<file path="config.mk">
export PLATFORM = sky130hd
export DESIGN_NAME = spi_master_fifo_port
export DESIGN_NICKNAME = d
export VERILOG_FILES = /design/src/logic/spi_master_pkg.sv /design/src/logic/byte_fifo.sv /design/src/logic/spi_master_fifo_port.sv
export VERILOG_INCLUDE_DIRS = /design/src /design/src/logic
export SDC_FILE = /design/constraint.sdc
export NUM_CORES = 1
export LEC_CHECK = 0
export CAP_MARGIN = 5
export CORE_AREA = 2 2 230 187
export CTS_CLUSTER_SIZE = 30
export DETAILED_ROUTE_END_ITERATION = 7
export DIE_AREA = 0 0 232 189
export DONT_BUFFER_PORTS = 1
export GPL_TIMING_DRIVEN = 0
export SYNTH_ARGS = -nofsm -noshare
export SYNTH_HDL_FRONTEND = slang
export SYNTH_SLANG_ARGS = --single-unit
</file>
<file path="constraint.sdc">
create_clock -name core_clk -period 2.8 [get_ports core_clk]
set_clock_uncertainty 0.15 [all_clocks]
set_input_delay 0.14 -clock core_clk [delete_from_list [all_inputs] [get_ports core_clk]]
set_output_delay 0.14 -clock core_clk [all_outputs]
set_load 0.02 [all_outputs]
</file>
<file path="src/logic/spi_master_defines.svh">
// Purpose: Offsets, field positions, reset values and counts of the serial master
// Assumes: One core clock, 8-bit register port
// Notes:   Constants only
//
// Notes on behaviour
// - Data-out bit is set up before the capturing edge of the serial clock.
// - Control bits 1:0 pick clock polarity and phase, four modes.
// - Each data register write with select active pushes a byte into a sixteen-byte transmit FIFO.
// - With select active and data queued, bytes go out oldest first.
// - Every byte sent captures one byte from data-in at the same time.
// - Each received byte enters a sixteen-byte receive FIFO; data reads pop it.
// - A write to a full transmit FIFO overwrites the oldest byte, never blocks.
// - Clearing select active empties both FIFOs.
// - Control bits 7..0: zero, mask, select choice, active, ovf en, empty en, cpol, cpha.
// - Select active drives the chosen select low; clearing returns it high.
// - A divisor register sets the serial clock rate.
// - Drained FIFO with empty enable reads status 84h; writing 04h clears flag.
// - Serial clock equals core clock over twice (divisor plus one).
`ifndef SPI_MASTER_DEFINES_SVH
`define SPI_MASTER_DEFINES_SVH

`define SM_DATA_ADDR     8'hb8
`define SM_CTRL_ADDR     8'hb9
`define SM_STATUS_ADDR   8'hba
`define SM_DIV_ADDR      8'hbb

`define SM_CTRL_RESET    8'h00
`define SM_DIV_RESET     8'h00

`define SM_ST_TX_IDLE    7
`define SM_ST_TX_FULL    6
`define SM_ST_RX_EMPTY   5
`define SM_ST_RX_FULL    4
`define SM_ST_OVF        3
`define SM_ST_EMT        2

`define SM_FIFO_DEPTH    16
`define SM_LAST_EDGE     4'hf

`endif

</file>
<file path="src/logic/spi_master_pkg.sv">
// Purpose: Types of the serial master
// Assumes: Nothing
// Notes:   Types only
`default_nettype none

package spi_master_pkg;

    typedef struct packed {
        logic [7:0] addr;
        logic [7:0] wdata;
        logic       wr;
        logic       rd;
    } bus_req_t;

    typedef struct packed {
        logic zero;
        logic irq_mask;
        logic ss_sel;
        logic ss_active;
        logic ovf_en;
        logic emt_en;
        logic cpol;
        logic cpha;
    } ctrl_t;

    typedef enum logic [1:0] {
        XS_IDLE  = 2'b00,
        XS_SHIFT = 2'b01,
        XS_DONE  = 2'b10
    } xfer_state_t;

    typedef struct packed {
        ctrl_t       ctrl;
        logic [7:0]  divisor;
        logic        flag_ovf;
        logic        flag_emt;
        xfer_state_t xs;
        logic [7:0]  div_cnt;
        logic [3:0]  edge_cnt;
        logic [7:0]  shift_tx;
        logic [7:0]  shift_rx;
        logic        sclk;
        logic        mosi;
        logic [1:0]  ss_n;
        logic        int_n;
        logic [7:0]  rd_data;
    } core_state_t;

endpackage

`default_nettype wire

</file>
<file path="src/logic/byte_fifo.sv">
// Purpose: Byte FIFO that overwrites its oldest entry when full
// Assumes: DEPTH is a power of two
// Notes:   Clear wins over push and pop
`default_nettype none
`timescale 1ns/100ps

module byte_fifo #(
    parameter int WIDTH = 8,
    parameter int DEPTH = 16
) (
    input  wire logic             clk,
    input  wire logic             rst_n,
    input  wire logic             clear,
    input  wire logic             push,
    input  wire logic [WIDTH-1:0] din,
    input  wire logic             pop,
    output logic      [WIDTH-1:0] dout,
    output logic                  empty,
    output logic                  full,
    output logic [$clog2(DEPTH):0] level
);
    localparam int AW = $clog2(DEPTH);

    typedef struct packed {
        logic [AW-1:0] wp;
        logic [AW-1:0] rp;
        logic [AW:0]   cnt;
    } fifo_state_t;

    fifo_state_t    st_reg;
    fifo_state_t    st_next;
    logic [WIDTH-1:0] mem [DEPTH];
    logic           do_pop;

    assign empty  = (st_reg.cnt == '0);
    assign full   = (st_reg.cnt == (AW+1)'(DEPTH));
    assign level  = st_reg.cnt;
    assign dout   = mem[st_reg.rp];
    assign do_pop = pop && !empty;

    always_comb begin
        st_next = st_reg;
        if (clear) begin
            st_next = '0;
        end else begin
            if (push) begin
                st_next.wp = st_reg.wp + 1'b1;
            end
            if (do_pop) begin
                st_next.rp = st_reg.rp + 1'b1;
            end
            // Full push leaves read pointer alone and overwrites oldest
            if (push && !do_pop && !full) begin
                st_next.cnt = st_reg.cnt + 1'b1;
            end else if (!push && do_pop) begin
                st_next.cnt = st_reg.cnt - 1'b1;
            end
        end
    end

    always_ff @(posedge clk or negedge rst_n) begin
        if (!rst_n) begin
            st_reg <= '0;
        end else begin
            st_reg <= st_next;
        end
    end

    always_ff @(posedge clk) begin
        if (push && !clear) begin
            mem[st_reg.wp] <= din;
        end
    end
endmodule // byte_fifo

`default_nettype wire

</file>
<file path="src/logic/spi_master_fifo_port.sv">
// Purpose: Host-programmed serial master with transmit and receive FIFOs
// Assumes: Register strobes one cycle long, read data one cycle later
// Notes:   Interrupt output active low, level
//
// Local design decision: the plain strobed port.
`default_nettype none
`timescale 1ns/100ps
`include "spi_master_defines.svh"

module spi_master_fifo_port #(
    parameter int DEPTH = `SM_FIFO_DEPTH
) (
    input  wire logic                      core_clk,
    input  wire logic                      rst_n,
    input  wire spi_master_pkg::bus_req_t  bus,
    output logic [7:0]                     rd_data,
    output logic                           flash_serial_clock,
    output logic                           flash_serial_out,
    input  wire logic                      flash_serial_in,
    output logic [1:0]                     slave_select_n,
    output logic                           int_n
);

    ////////////////////////////////////////////////////////////////////////////
    // Declarations

    spi_master_pkg::core_state_t st_reg;
    spi_master_pkg::core_state_t st_next;

    logic                  wr_data;
    logic                  wr_ctrl;
    logic                  wr_status;
    logic                  wr_div;
    logic                  rd_data_req;
    logic                  tx_pop;
    logic                  rx_pop;
    logic                  rx_push;
    logic                  fifo_clear;
    logic                  tick;
    logic [7:0]            tx_dout;
    logic                  tx_empty;
    logic                  tx_full;
    logic [7:0]            rx_dout;
    logic                  rx_empty;
    logic                  rx_full;
    logic [$clog2(DEPTH):0] tx_level;
    logic [7:0]            status_val;

    function automatic logic hit(input logic [7:0] a, input logic [7:0] target);
        return a == target;
    endfunction

    assign wr_data     = bus.wr && hit(bus.addr, `SM_DATA_ADDR);
    assign wr_ctrl     = bus.wr && hit(bus.addr, `SM_CTRL_ADDR);
    assign wr_status   = bus.wr && hit(bus.addr, `SM_STATUS_ADDR);
    assign wr_div      = bus.wr && hit(bus.addr, `SM_DIV_ADDR);
    assign rd_data_req = bus.rd && hit(bus.addr, `SM_DATA_ADDR);
    assign rx_pop      = rd_data_req && !rx_empty;
    assign fifo_clear  = !st_reg.ctrl.ss_active;
    assign tick        = (st_reg.xs == spi_master_pkg::XS_SHIFT)
                         && (st_reg.div_cnt == st_reg.divisor);

    always_comb begin
        status_val = 8'h00;
        status_val[`SM_ST_TX_IDLE]  = tx_empty && (st_reg.xs == spi_master_pkg::XS_IDLE);
        status_val[`SM_ST_TX_FULL]  = tx_full;
        status_val[`SM_ST_RX_EMPTY] = rx_empty;
        status_val[`SM_ST_RX_FULL]  = rx_full;
        status_val[`SM_ST_OVF]      = st_reg.flag_ovf;
        status_val[`SM_ST_EMT]      = st_reg.flag_emt;
    end

    ////////////////////////////////////////////////////////////////////////////
    // FIFOs

    byte_fifo #(.WIDTH(8), .DEPTH(DEPTH)) tx_fifo (
        .clk   (core_clk),
        .rst_n (rst_n),
        .clear (fifo_clear),
        .push  (wr_data),
        .din   (bus.wdata),
        .pop   (tx_pop),
        .dout  (tx_dout),
        .empty (tx_empty),
        .full  (tx_full),
        .level (tx_level)
    );

    byte_fifo #(.WIDTH(8), .DEPTH(DEPTH)) rx_fifo (
        .clk   (core_clk),
        .rst_n (rst_n),
        .clear (fifo_clear),
        .push  (rx_push),
        .din   (st_reg.shift_rx),
        .pop   (rx_pop),
        .dout  (rx_dout),
        .empty (rx_empty),
        .full  (rx_full),
        .level ()
    );

    ////////////////////////////////////////////////////////////////////////////
    // Next state

    always_comb begin
        st_next = st_reg;
        tx_pop  = 1'b0;
        rx_push = 1'b0;

        // Register writes
        if (wr_ctrl) begin
            st_next.ctrl      = bus.wdata;
            st_next.ctrl.zero = 1'b0;
        end
        if (wr_div) begin
            st_next.divisor = bus.wdata;
        end
        if (wr_status) begin
            st_next.flag_ovf = st_reg.flag_ovf && !bus.wdata[`SM_ST_OVF];
            st_next.flag_emt = st_reg.flag_emt && !bus.wdata[`SM_ST_EMT];
        end

        // Transfer engine
        case (st_reg.xs)
            spi_master_pkg::XS_IDLE: begin
                st_next.sclk    = st_reg.ctrl.cpol;
                st_next.div_cnt = 8'h00;
                if (st_reg.ctrl.ss_active && !tx_empty) begin
                    tx_pop           = 1'b1;
                    st_next.edge_cnt = 4'h0;
                    st_next.xs       = spi_master_pkg::XS_SHIFT;
                    if (!st_reg.ctrl.cpha) begin
                        st_next.mosi     = tx_dout[7];
                        st_next.shift_tx = {tx_dout[6:0], 1'b0};
                    end else begin
                        st_next.shift_tx = tx_dout;
                    end
                end
            end
            spi_master_pkg::XS_SHIFT: begin
                if (tick) begin
                    st_next.div_cnt  = 8'h00;
                    st_next.sclk     = !st_reg.sclk;
                    st_next.edge_cnt = st_reg.edge_cnt + 4'h1;
                    if (st_reg.edge_cnt[0] == st_reg.ctrl.cpha) begin
                        st_next.shift_rx = {st_reg.shift_rx[6:0], flash_serial_in};
                    end else if (st_reg.edge_cnt != `SM_LAST_EDGE) begin
                        st_next.mosi     = st_reg.shift_tx[7];
                        st_next.shift_tx = {st_reg.shift_tx[6:0], 1'b0};
                    end
                    if (st_reg.edge_cnt == `SM_LAST_EDGE) begin
                        st_next.xs = spi_master_pkg::XS_DONE;
                    end
                end else begin
                    st_next.div_cnt = st_reg.div_cnt + 8'h01;
                end
            end
            spi_master_pkg::XS_DONE: begin
                rx_push    = 1'b1;
                st_next.xs = spi_master_pkg::XS_IDLE;
                if (tx_empty && st_reg.ctrl.emt_en) begin
                    st_next.flag_emt = 1'b1;
                end
            end
            default: begin
                st_next.xs = spi_master_pkg::XS_IDLE;
            end
        endcase

        // Overflow event, set wins over clear
        if (wr_data && tx_full && st_reg.ctrl.ovf_en) begin
            st_next.flag_ovf = 1'b1;
        end

        // Dropping select aborts the byte in flight
        if (!st_reg.ctrl.ss_active) begin
            st_next.xs   = spi_master_pkg::XS_IDLE;
            st_next.sclk = st_reg.ctrl.cpol;
        end

        // Slave selects
        st_next.ss_n = 2'b11;
        if (st_next.ctrl.ss_active) begin
            st_next.ss_n[st_next.ctrl.ss_sel] = 1'b0;
        end

        // Interrupt
        st_next.int_n = !(((st_next.flag_ovf && st_next.ctrl.ovf_en)
                         || (st_next.flag_emt && st_next.ctrl.emt_en))
                         && !st_next.ctrl.irq_mask);

        // Read data, valid one cycle only
        st_next.rd_data = 8'h00;
        if (bus.rd) begin
            case (bus.addr)
                `SM_DATA_ADDR:   st_next.rd_data = rx_dout;
                `SM_CTRL_ADDR:   st_next.rd_data = st_reg.ctrl;
                `SM_STATUS_ADDR: st_next.rd_data = status_val;
                `SM_DIV_ADDR:    st_next.rd_data = st_reg.divisor;
                default:         st_next.rd_data = 8'h00;
            endcase
        end
    end

    ////////////////////////////////////////////////////////////////////////////
    // State register

    always_ff @(posedge core_clk or negedge rst_n) begin
        if (!rst_n) begin
            st_reg         <= '0;
            st_reg.ctrl    <= `SM_CTRL_RESET;
            st_reg.divisor <= `SM_DIV_RESET;
            st_reg.xs      <= spi_master_pkg::XS_IDLE;
            st_reg.ss_n    <= 2'b11;
            st_reg.int_n   <= 1'b1;
        end else begin
            st_reg <= st_next;
        end
    end

    assign rd_data            = st_reg.rd_data;
    assign flash_serial_clock = st_reg.sclk;
    assign flash_serial_out   = st_reg.mosi;
    assign slave_select_n     = st_reg.ss_n;
    assign int_n              = st_reg.int_n;
endmodule // spi_master_fifo_port

`default_nettype wire

</file>
## After elaboration in Yosys (flattened, before gate mapping)

Memory sizes are Yosys's and may differ from the RTL's.
Index checks and enable logic that the tools add are counted.

- Output and inout port bits: 13
- Memory bits (writable): 256
- Register bits: 86
- Memories kept: 2
- Input bits: 21
- Logic and storage cells: 166

Memory list:

| name | depth | width | read ports | clocked after Yosys merged registers in | wr ports | RTL line | source |
|---|---|---|---|---|---|---|---|
| rx_fifo.mem | 16 | 8 | 1 | 0 | 1 | byte_fifo.sv:32 | `logic [WIDTH-1:0] mem [DEPTH];` |
| tx_fifo.mem | 16 | 8 | 1 | 0 | 1 | byte_fifo.sv:32 |  |

- Bitwise gates (word level): 1
- Eq/ne operators: 27
- Reduce and logical (&&, ||, !) cells: 52
- $add $sub $neg: 10
- Mux-type cells: 46
- $lt $le $gt $ge: 2

Operator list:

| cell | number |
|---|---|
| $mux 8 | 6 |
| $pmux 20 s2 | 1 |
| $eq 8x8->1 const B | 4 |
| $pmux 8 s4 | 1 |
| $logic_and 1x1->1 | 28 |
| $mux 13 | 2 |
| $mux 22 | 1 |
| $add 4x1->4 const B | 5 |
| $mux 5 | 4 |
| $mux 1 | 16 |
| $mux 4 | 4 |
| $logic_not 1->1 | 13 |
| $mux 12 | 1 |
| $mux 2 | 6 |
| $ne 2x1->1 const B | 6 |
| $add 5x1->5 const B | 2 |
| $eq 5x5->1 const B | 2 |
| $logic_not 5->1 | 2 |
| $sub 5x1->5 const B | 2 |
| $ne 3x1->1 const B | 3 |
| $reduce_and 3->1 | 3 |
| $add 8x1->8 const B | 1 |
| $eq 8x8->1 | 1 |
| $pmux 2 s2 | 2 |
| 19 further kinds | 22 |

## Logic depth before layout (Yosys ltp)

Gate-level depths: netlist (run 1).

- Depth in word-level cells: 11
- Mapped depth: 13

## Hierarchy

Synthesis (run 1) repeated with hierarchy kept, for this count alone.

- Cells, all modules: 872
- Area total of the unflattened synthesis: 14790.4 um^2

Modules (own cells, without submodules):

| module | area an instance (um^2) | instances | cells each | seq. area each (um^2) |
|---|---|---|---|---|
| byte_fifo (tx_fifo) | 5865.6 | 1 | 302 | 4169.0 |
| byte_fifo (rx_fifo) | 5845.6 | 1 | 294 | 4169.0 |
| spi_master_fifo_port | 3079.2 | 1 | 276 | 1505.2 |

## Least setup slack after synthesis (run 1)

Ideal clock, no wire load.

- Kind: register -> register
- Start point: register tx_fifo.st_reg (netlist bit tx_fifo.level[1])
- End point: register tx_fifo.st_reg (netlist bit tx_fifo.level[4])
- Arrival: 2645 ps
- Cell stages (with the launch flop): 13
- Setup slack: -126 ps
- Library setup time: 132 ps
- Cell sequence: dfrtp_1 > nor4_4 > a211o_1 > buf_6 > and3_4 > buf_6 > inv_1 > ha_1 > nor2b_1 > o21a_1 > or4_4 > a21oi_1 > nor3b_2

- Longest elaborated chain between the ends: 11
- Elaborated cells on any way between the ends: 18
- Classes of those cells: 2 x add/sub; 2 x eq/ne; 5 x mux; 9 x reduce/logical

Ends and longest elaborated chain:

| element | RTL line | source |
|---|---|---|
| from (decl) | byte_fifo.sv:30 | `fifo_state_t st_reg;` |
| from (signal assigned) | byte_fifo.sv:65 | `st_reg <= st_next;` |
| $logic_not 5->1 | byte_fifo.sv:35 | `assign empty = (st_reg.cnt == '0);` |
| $logic_not 1->1 | byte_fifo.sv:39, spi_master_fifo_port.sv:128 |  |
| $logic_and 1x1->1 | spi_master_fifo_port.sv:128 | `if (st_reg.ctrl.ss_active && !tx_empty) begin` |
| $mux 1 | spi_master_fifo_port.sv:128 |  |
| $mux 1 | spi_master_fifo_port.sv:124 | `case (st_reg.xs)` |
| $logic_and 1x1->1 | byte_fifo.sv:39 | `assign do_pop = pop && !empty;` |
| $logic_not 1->1 | byte_fifo.sv:53 | `if (push && !do_pop && !full) begin` |
| $logic_and 1x1->1 (2 in series) | byte_fifo.sv:53 |  |
| $mux 5 | byte_fifo.sv:53 |  |
| $mux 13 | byte_fifo.sv:43 | `if (clear) begin` |

Parallel ways exist; a longest one is shown, timed or not. The select of a mux whose other input is x is not followed.
A chain may end at the register's enable or synchronous reset.

## Worst setup path in the final report (run 1)

- Start point: register st_reg[41] in the netlist's numbering
- End point: register tx_fifo.st_reg (netlist bit tx_fifo.level[4])

- Longest elaborated chain between the ends: 8
- Elaborated cells on any way between the ends: 10
- Classes of those cells: 1 x eq/ne; 3 x mux; 6 x reduce/logical

Ends and longest elaborated chain:

| element | RTL line | source |
|---|---|---|
| from (decl) | spi_master_fifo_port.sv:27 | `spi_master_pkg::core_state_t st_reg;` |
| from (signal assigned) | spi_master_fifo_port.sv:217 | `st_reg <= st_next;` |
| $logic_not 2->1 * | spi_master_fifo_port.sv:124 |  |
| $mux 1 * | spi_master_fifo_port.sv:124 |  |
| $logic_and 1x1->1 * | byte_fifo.sv:39 |  |
| $logic_not 1->1 | byte_fifo.sv:53 |  |
| $logic_and 1x1->1 (2 in series) | byte_fifo.sv:53 |  |
| $mux 5 | byte_fifo.sv:53 |  |
| $mux 13 | byte_fifo.sv:43 |  |

Mark *: on every way between the ends. The rest lies on a longest branch, timed or not.

==> metrics.cfg, run 1 <==
[timing]
fin_crit_sh_pct = 101
rsz0062_at_grt = yes
slew_viol_final = 0
min_period_ns = 2.84
tightestPinTransition_ns = 1.03
hold_viol_final = 0
fmax_ghz = 0.352
maxSlewHeadroom_pct = 31.3
setup_slack_ns = -0.0384
setup_viol_count_final = 2
setup_tns_ns = -0.0737

[synth]
synth_top_family_by_area = multiplexers
synth_cells = 960
async_flop_share_pct = 25.1
ys_ff_latch = 342
ys_seq_area_share_pct = 66.7
yosysMostFrequentCell = edfxtp_1
yosys.area_share.simple_pct = 7.58
yosysWarnings = 0
synth_common_cells = edfxtp_1, dfrtp_1, nor2_1, mux2i_1, nand2_1
synth_area_leader_cell = edfxtp_1
synth_ff_type = edfxtp_1
syn_area_um2 = 14800
synth_edf_count = 256
syn_avg_cell_area_um2 = 15.4
synth_fa_ha_area_share_pct = 1.80
synth_xor_area_share_pct = 1.66
yosys.area.top_type_share_pct = 52.1
synth_compound_area_share_pct = 7.56
ys_types = 73
synth_area_leaders = edfxtp_1, dfrtp_1, mux4_2
synthMuxAreaShare_pct = 11.9
syn-num-nets = 1001

[run]
cap_violations = 0

[outcome]
failed_checks = negative setup slack
status = finished, violations left

[critical_path]
start_kind = register
cp_common_cell = buf_6
crit_slowest_cell = or4_4
r2r_cells = 13
end_kind = register
crit_chain = buf_6, or2_4, a211o_1, buf_6, and3_4, buf_6, inv_4, ha_4, nor2b_1, o21a_1, or4_4, a21oi_4, nor3b_2
critical_path.max_fanout = 5
required_ns = 3.04
critPathKind = reg -> reg
cp_slowest_stage_delay_ns = 0.45
crit_arrival_ns = 3.08

[die]
die-area_um2 = 43800
row_count = 67
start_util_pct = 35.5
die_x_um = 232
core-area_um2 = 41500
num_io_pins = 34
die_h_um = 189

[place]
gp_congestion = 0.897
dp_hpwl_mm = 23.5
post-place-ws_ns = -0.364
dpl_cell_area_um2 = 15500
port_buffers = 0

[power]
vdd_drop_max_mv = 0.711
combPwrFrac_pct = 21.3
p_sw_w = 0.00434
pwr_density_cell_nw_per_um2 = 843
internal_power_w = 0.0101
clkPwrFrac_pct = 33.3
leakagePower_nw = 6.05
p_sw_share_pct = 30.1
power_frac_seq_pct = 45.4

[layout]
area_growth_pct = 16.1
layout-drive-gt1-share_pct = 19.8
fin_util_pct = 41.3
stdcell_area_um2 = 17100
n_fill_cell = 3783
nNetsFinal = 1075
antenna-diode-count = 0

[cts]
clkSinkCount = 342
cts-root-buf = clkbuf_16
cts_tree = done
numCtsBuffers = 37
htreeDepth = 2
cts.clk_slew.worst_paths_ns = 0.06
clockBufferDepth = 3
insertion_delay_ns = 0.53

[route]
postRouteAntennaNets = 0
drt-initial-drc-count = 910
drc = 0
viasPerCell = 5.29
first_pass_iters = 6
routedWlPerCell_um = 22.0
drt_wl_total_mm = 35.5
vias = 8550

[global_routing]
grt_usage_pct = 16.4
grt_pass1_vias = 8571
grt_pass1_wl_mm = 53.8
grt_max_degree = 87
antenna_found_initial = 0
gr-total-overflow = 0

[min_path]
hold_depth = 4
hp-class = in -> reg

## logic make-up after synthesis
kind of cell	after synthesis
DFF	342
buffers and inverters	81
muxes	122
xor gates and xnor gates	28
and+or+nand+nor	213
AOI/OAI and AO/OA	154
adders and majority gates	20
## power by group through the flow
| stage | Clock (W) | Sequential, W | Combinational [W] |
|---|---|---|---|
| 2_1_floorplan | 0 | 0.00641 | 0.00216 |
| 3_3_place_gp | 0 | 0.00663 | 0.00283 |
| 3_5_place_dp | 0 | 0.00666 | 0.00286 |
| 4_1_cts | 0.00491 | 0.00656 | 0.00303 |
| 5_1_grt | 0.00512 | 0.00661 | 0.00336 |
| 6_report | 0.00481 | 0.00656 | 0.00308 |
## routing by layer
layer | vias up | GRT usage, % | routed length [um]
li1 | 3881 | - | -
met1 | 4352 | 25.0 | 17300
met2 | 265 | 23.8 | 15400
met3 | 52 | 3.06 | 2000
met4 | 0 | 4.29 | 710
met5 | - | 0.335 | 0
## final timing paths
kind | start | slack [ns] | endpoint
setup / recovery | st_reg[41] | -0.04 | tx_fifo.level[4]
min in group asynchronous | rst_n | 0.08 | st_reg[20]
max in group asynchronous | rst_n | 2.04 | int_n
setup reg to reg | st_reg[41] | -0.04 | tx_fifo.level[4]
hold / removal | bus[11] | 0.04 | st_reg[43]
hold reg to reg | st_reg[25] | 0.36 | st_reg[25]
## critical path, delay by kind of cell, from the launching register on
family / cells / cell delay (ns)
flip-flops: 1 / 0.37
AO/OA/AOI/OAI: 3 / 0.55
AND/OR/NAND/NOR: 5 / 1.02
adder cells (fa/ha/maj): 1 / 0.19
buffers and inverters: 4 / 0.42
## stage by stage
stage	hold slack [ns]	std cells	total power, W
2_1_floorplan	-0.306	960	0.00856
3_3_place_gp	-0.298	1512	0.00946
3_5_place_dp	-0.298	1514	0.00952
4_1_cts	0.00947	1614	0.0145
5_1_grt	0.0722	1615	0.0151
6_report	0.0375	1615	0.0144
## layout by cell type (no fill, tap or decap), types with 6 or more instances in the layout
cell type / synthesis / routed
ha_1: 18 / 17
xor2_1: 10 / 10
nand3_1: 22 / 22
nand3b_1: 6 / 6
inv_1: 23 / 22
xnor2_1: 18 / 18
clkbuf_16: 0 / 37
dlygate4sd3_1: 0 / 25
nor2b_1: 11 / 10
mux2i_1: 59 / 59
nand2_1: 48 / 47
mux4_2: 41 / 41
a22oi_1: 13 / 12
edfxtp_1: 256 / 256
nor2_2: 1 / 14
o32a_1: 6 / 6
a21oi_1: 25 / 24
buf_2: 9 / 8
clkbuf_1: 26 / 35
dfrtp_1: 83 / 80
a221oi_1: 9 / 9
o21ai_0: 28 / 26
nor2_1: 61 / 47
a211oi_1: 8 / 8
nand4_1: 8 / 8
mux2_2: 21 / 21
a22o_1: 24 / 24
and3_1: 6 / 6
buf_4: 15 / 24
## final cells by class
cell class / count / area (um2) / share of cell area, %
flip-flops and latches: 342 / 9850 / 57.5
multi-input cells: 537 / 4640 / 27.1
clock buffers: 49 / 971 / 5.67
well taps: 552 / 691 / 4.03
repair buffers: 35 / 345 / 2.02
plain buffers: 57 / 322 / 1.88
clock inverters: 19 / 213 / 1.24
inverters: 24 / 92.6 / 0.541
## what timing repair did
action,CTS,global route
hold endpoints to repair,244,0
endpoints found under the setup margin,8,159
buffers inserted,6,1
pin swaps,4,2
hold buffers,26,0
gates resized for setup,11,26
Note: power is estimated with default switching activity, not from simulation.
==> inputs of run 2 (changes only) <==
--- a/config.mk
+++ b/config.mk
@@ -13,6 +13,8 @@
 export DIE_AREA = 0 0 232 189
 export DONT_BUFFER_PORTS = 1
 export GPL_TIMING_DRIVEN = 0
+export SKIP_LAST_GASP = 1
 export SYNTH_ARGS = -nofsm -noshare
 export SYNTH_HDL_FRONTEND = slang
 export SYNTH_SLANG_ARGS = --single-unit
+export TNS_END_PERCENT = 50
==> run 2 against run 1 <==
Final area down 0.15%. The flow still finishes with violations (negative setup slack). Highest routed layer unchanged. Utilization down 0.063 points. Combinational power about the same.
==> metrics.cfg, run 2 (synthesis gave the netlist of run 1 again) <==
[critical_path]
end_kind = register
start_kind = register
critical_path.max_fanout = 4  ; -1
critPathKind = reg -> reg
cp_slowest_stage_delay_ns = 0.58  ; +0.13 ns
crit_chain = or4_4, o21ai_2, or2_4, inv_1, fa_2, nor2b_1, o311a_1, nand2_1, a32oi_1, a21oi_1
required_ns = 3.04  ; about the same
crit_slowest_cell = or4_4
crit_arrival_ns = 3.11  ; +0.03 ns

[power]
power_frac_seq_pct = 45.4  ; about the same
internal_power_w = 0.0101  ; about the same
leakagePower_nw = 6.04  ; -0.10%
p_sw_w = 0.00434  ; about the same
clkPwrFrac_pct = 33.3  ; about the same
pwr_density_cell_nw_per_um2 = 844  ; about the same
vdd_drop_max_mv = 0.709  ; -0.36%
combPwrFrac_pct = 21.3  ; about the same
p_sw_share_pct = 30.1  ; about the same

[cts]
clkSinkCount = 342  ; unchanged
insertion_delay_ns = 0.53  ; about the same
cts_tree = done
cts.clk_slew.worst_paths_ns = 0.06  ; about the same
clockBufferDepth = 3  ; unchanged
cts-root-buf = clkbuf_16
htreeDepth = 2  ; unchanged
numCtsBuffers = 37  ; unchanged

[layout]
fin_util_pct = 41.2  ; -0.063 points
final_cell_mix = edfxtp_1, dfrtp_1, mux2i_1
n_fill_cell = 3784  ; +0.026%
layout-drive-gt1-share_pct = 18.9  ; -0.94 points
area_growth_pct = 15.9
regArea_um2 = 9850  ; about the same
stdcell_count = 1615  ; unchanged
final_common_cell = edfxtp_1
antenna-diode-count = 0  ; unchanged
nNetsFinal = 1075  ; unchanged
multi_input_area_um2 = 4620  ; -0.43%

[route]
vias = 8541  ; -0.11%
drt_wl_total_mm = 35.4  ; about the same
first_pass_iters = 5  ; -1
drc = 0  ; unchanged
viasPerCell = 5.29  ; -0.11%
postRouteAntennaNets = 0  ; unchanged
drt-initial-drc-count = 894  ; -1.8%
routedWlPerCell_um = 21.9  ; about the same

[place]
gp_congestion = 0.897  ; unchanged
port_buffers = 0  ; unchanged
post-place-ws_ns = -0.364  ; unchanged
dp.cells = 1514  ; unchanged
dp_hpwl_mm = 23.5  ; unchanged

[timing]
fmax_ghz = 0.348  ; -1.1%
fin_crit_sh_pct = 103  ; +1.2 points
rsz0062_at_grt = yes
setup_viol_count_final = 15  ; +13
hold_viol_final = 0  ; unchanged
min_period_ns = 2.87  ; +0.0324 ns
holdWs_ns = 0.0329  ; -0.00457 ns
tightestPinTransition_ns = 1.04  ; +0.0158 ns
setup_slack_ns = -0.0708  ; -0.0324 ns
slew_viol_final = 0  ; unchanged
maxSlewHeadroom_pct = 30.2  ; -1.1 points

[die]
core-area_um2 = 41500  ; unchanged
die_x_um = 232  ; unchanged
die-area_um2 = 43800  ; unchanged
num_io_pins = 34  ; unchanged
row_count = 67  ; unchanged
start_util_pct = 35.5  ; unchanged
die_h_um = 189  ; unchanged

[global_routing]
grt_pass1_vias = 8571  ; unchanged
grt_pass1_wl_mm = 53.8  ; unchanged
grt_usage_pct = 16.4  ; unchanged
gr-total-overflow = 0  ; unchanged
antenna_found_initial = 0  ; unchanged
grt_max_degree = 87  ; unchanged

[run]
cap_violations = 0  ; unchanged

[outcome]
status = finished, violations left
failed_checks = negative setup slack

[min_path]
hp-class = in -> reg

[run 2: layout make-up]
| cell class | count | area share, % |
|---|---|---|
| Multi-Input combinational cell | 537 | 27.0 |
| Buffer | 57 | 1.85 |
| Inverter | 24 | 0.542 |
| Clock buffer | 49 | 5.68 |
| Tap cell | 552 | 4.04 |
| Timing Repair Buffer | 35 | 2.02 |
| Sequential cell | 342 | 57.6 |
| Clock inverter | 19 | 1.24 |
[run 2: critical path, delay by kind of cell (launching register included)]
family | cells | cell delay [ns]
AO/OA/AOI/OAI | 4 | 0.66
adder cells (fa/ha/maj) | 1 | 0.41
buffers and inverters | 1 | 0.07
flip-flops | 1 | 0.45
AND/OR/NAND/NOR | 4 | 0.99
[run 2: routing by layer]
metal	part of all wire, %	wire (um)	global-route usage (%)	vias up
li1	-	-	-	3879
met1	49	17300	25.0	4372
met2	43	15400	23.8	232
met3	5.7	2010	3.06	58
met4	2.2	775	4.29	0
met5	0	0	0.335	-
[run 2: power by group through the flow]
stage / sequential (W) / clock [W] / combinational (W)
after global placement: 0.00663 / 0 / 0.00283
after CTS: 0.00656 / 0.00491 / 0.00303
after detailed placement: 0.00666 / 0 / 0.00286
after global routing: 0.00661 / 0.00512 / 0.00335
after floorplan: 0.00641 / 0 / 0.00216
final: 0.00655 / 0.00481 / 0.00307
[run 2: final timing paths]
kind / from / end / slack, ns / cells past startpoint
worst max-delay path: rx_fifo.level[1] / rx_fifo.level[4] / -0.07 / 10
worst min-delay path: bus[11] / st_reg[43] / 0.03 / 4
worst max register to register: rx_fifo.level[1] / rx_fifo.level[4] / -0.07 / 10
worst min register to register: st_reg[25] / st_reg[25] / 0.35 / 1
max in group asynchronous: rst_n / int_n / 2.04 / 2
min in group asynchronous: rst_n / st_reg[20] / 0.07 / 2
[run 2: through the flow]
stage	setup TNS (ns)	area, um2	total power [W]
2_1_floorplan	-0.0493	14800	0.00856
3_3_place_gp	-41.97	15500	0.00946
3_5_place_dp	-20.74	15500	0.00952
4_1_cts	-0.518	17000	0.0145
5_1_grt	-6.58	17100	0.0151
6_report	-0.303	17100	0.0144
[run 2: timing repair]
action                                 in CTS  in global routing
endpoints found under the hold margin     244                  0
hold buffers                               26                  0
gates resized for setup                     8                 17
pin swaps                                   4                  1
setup endpoints to repair                   8                162
setup buffers                               6                  1
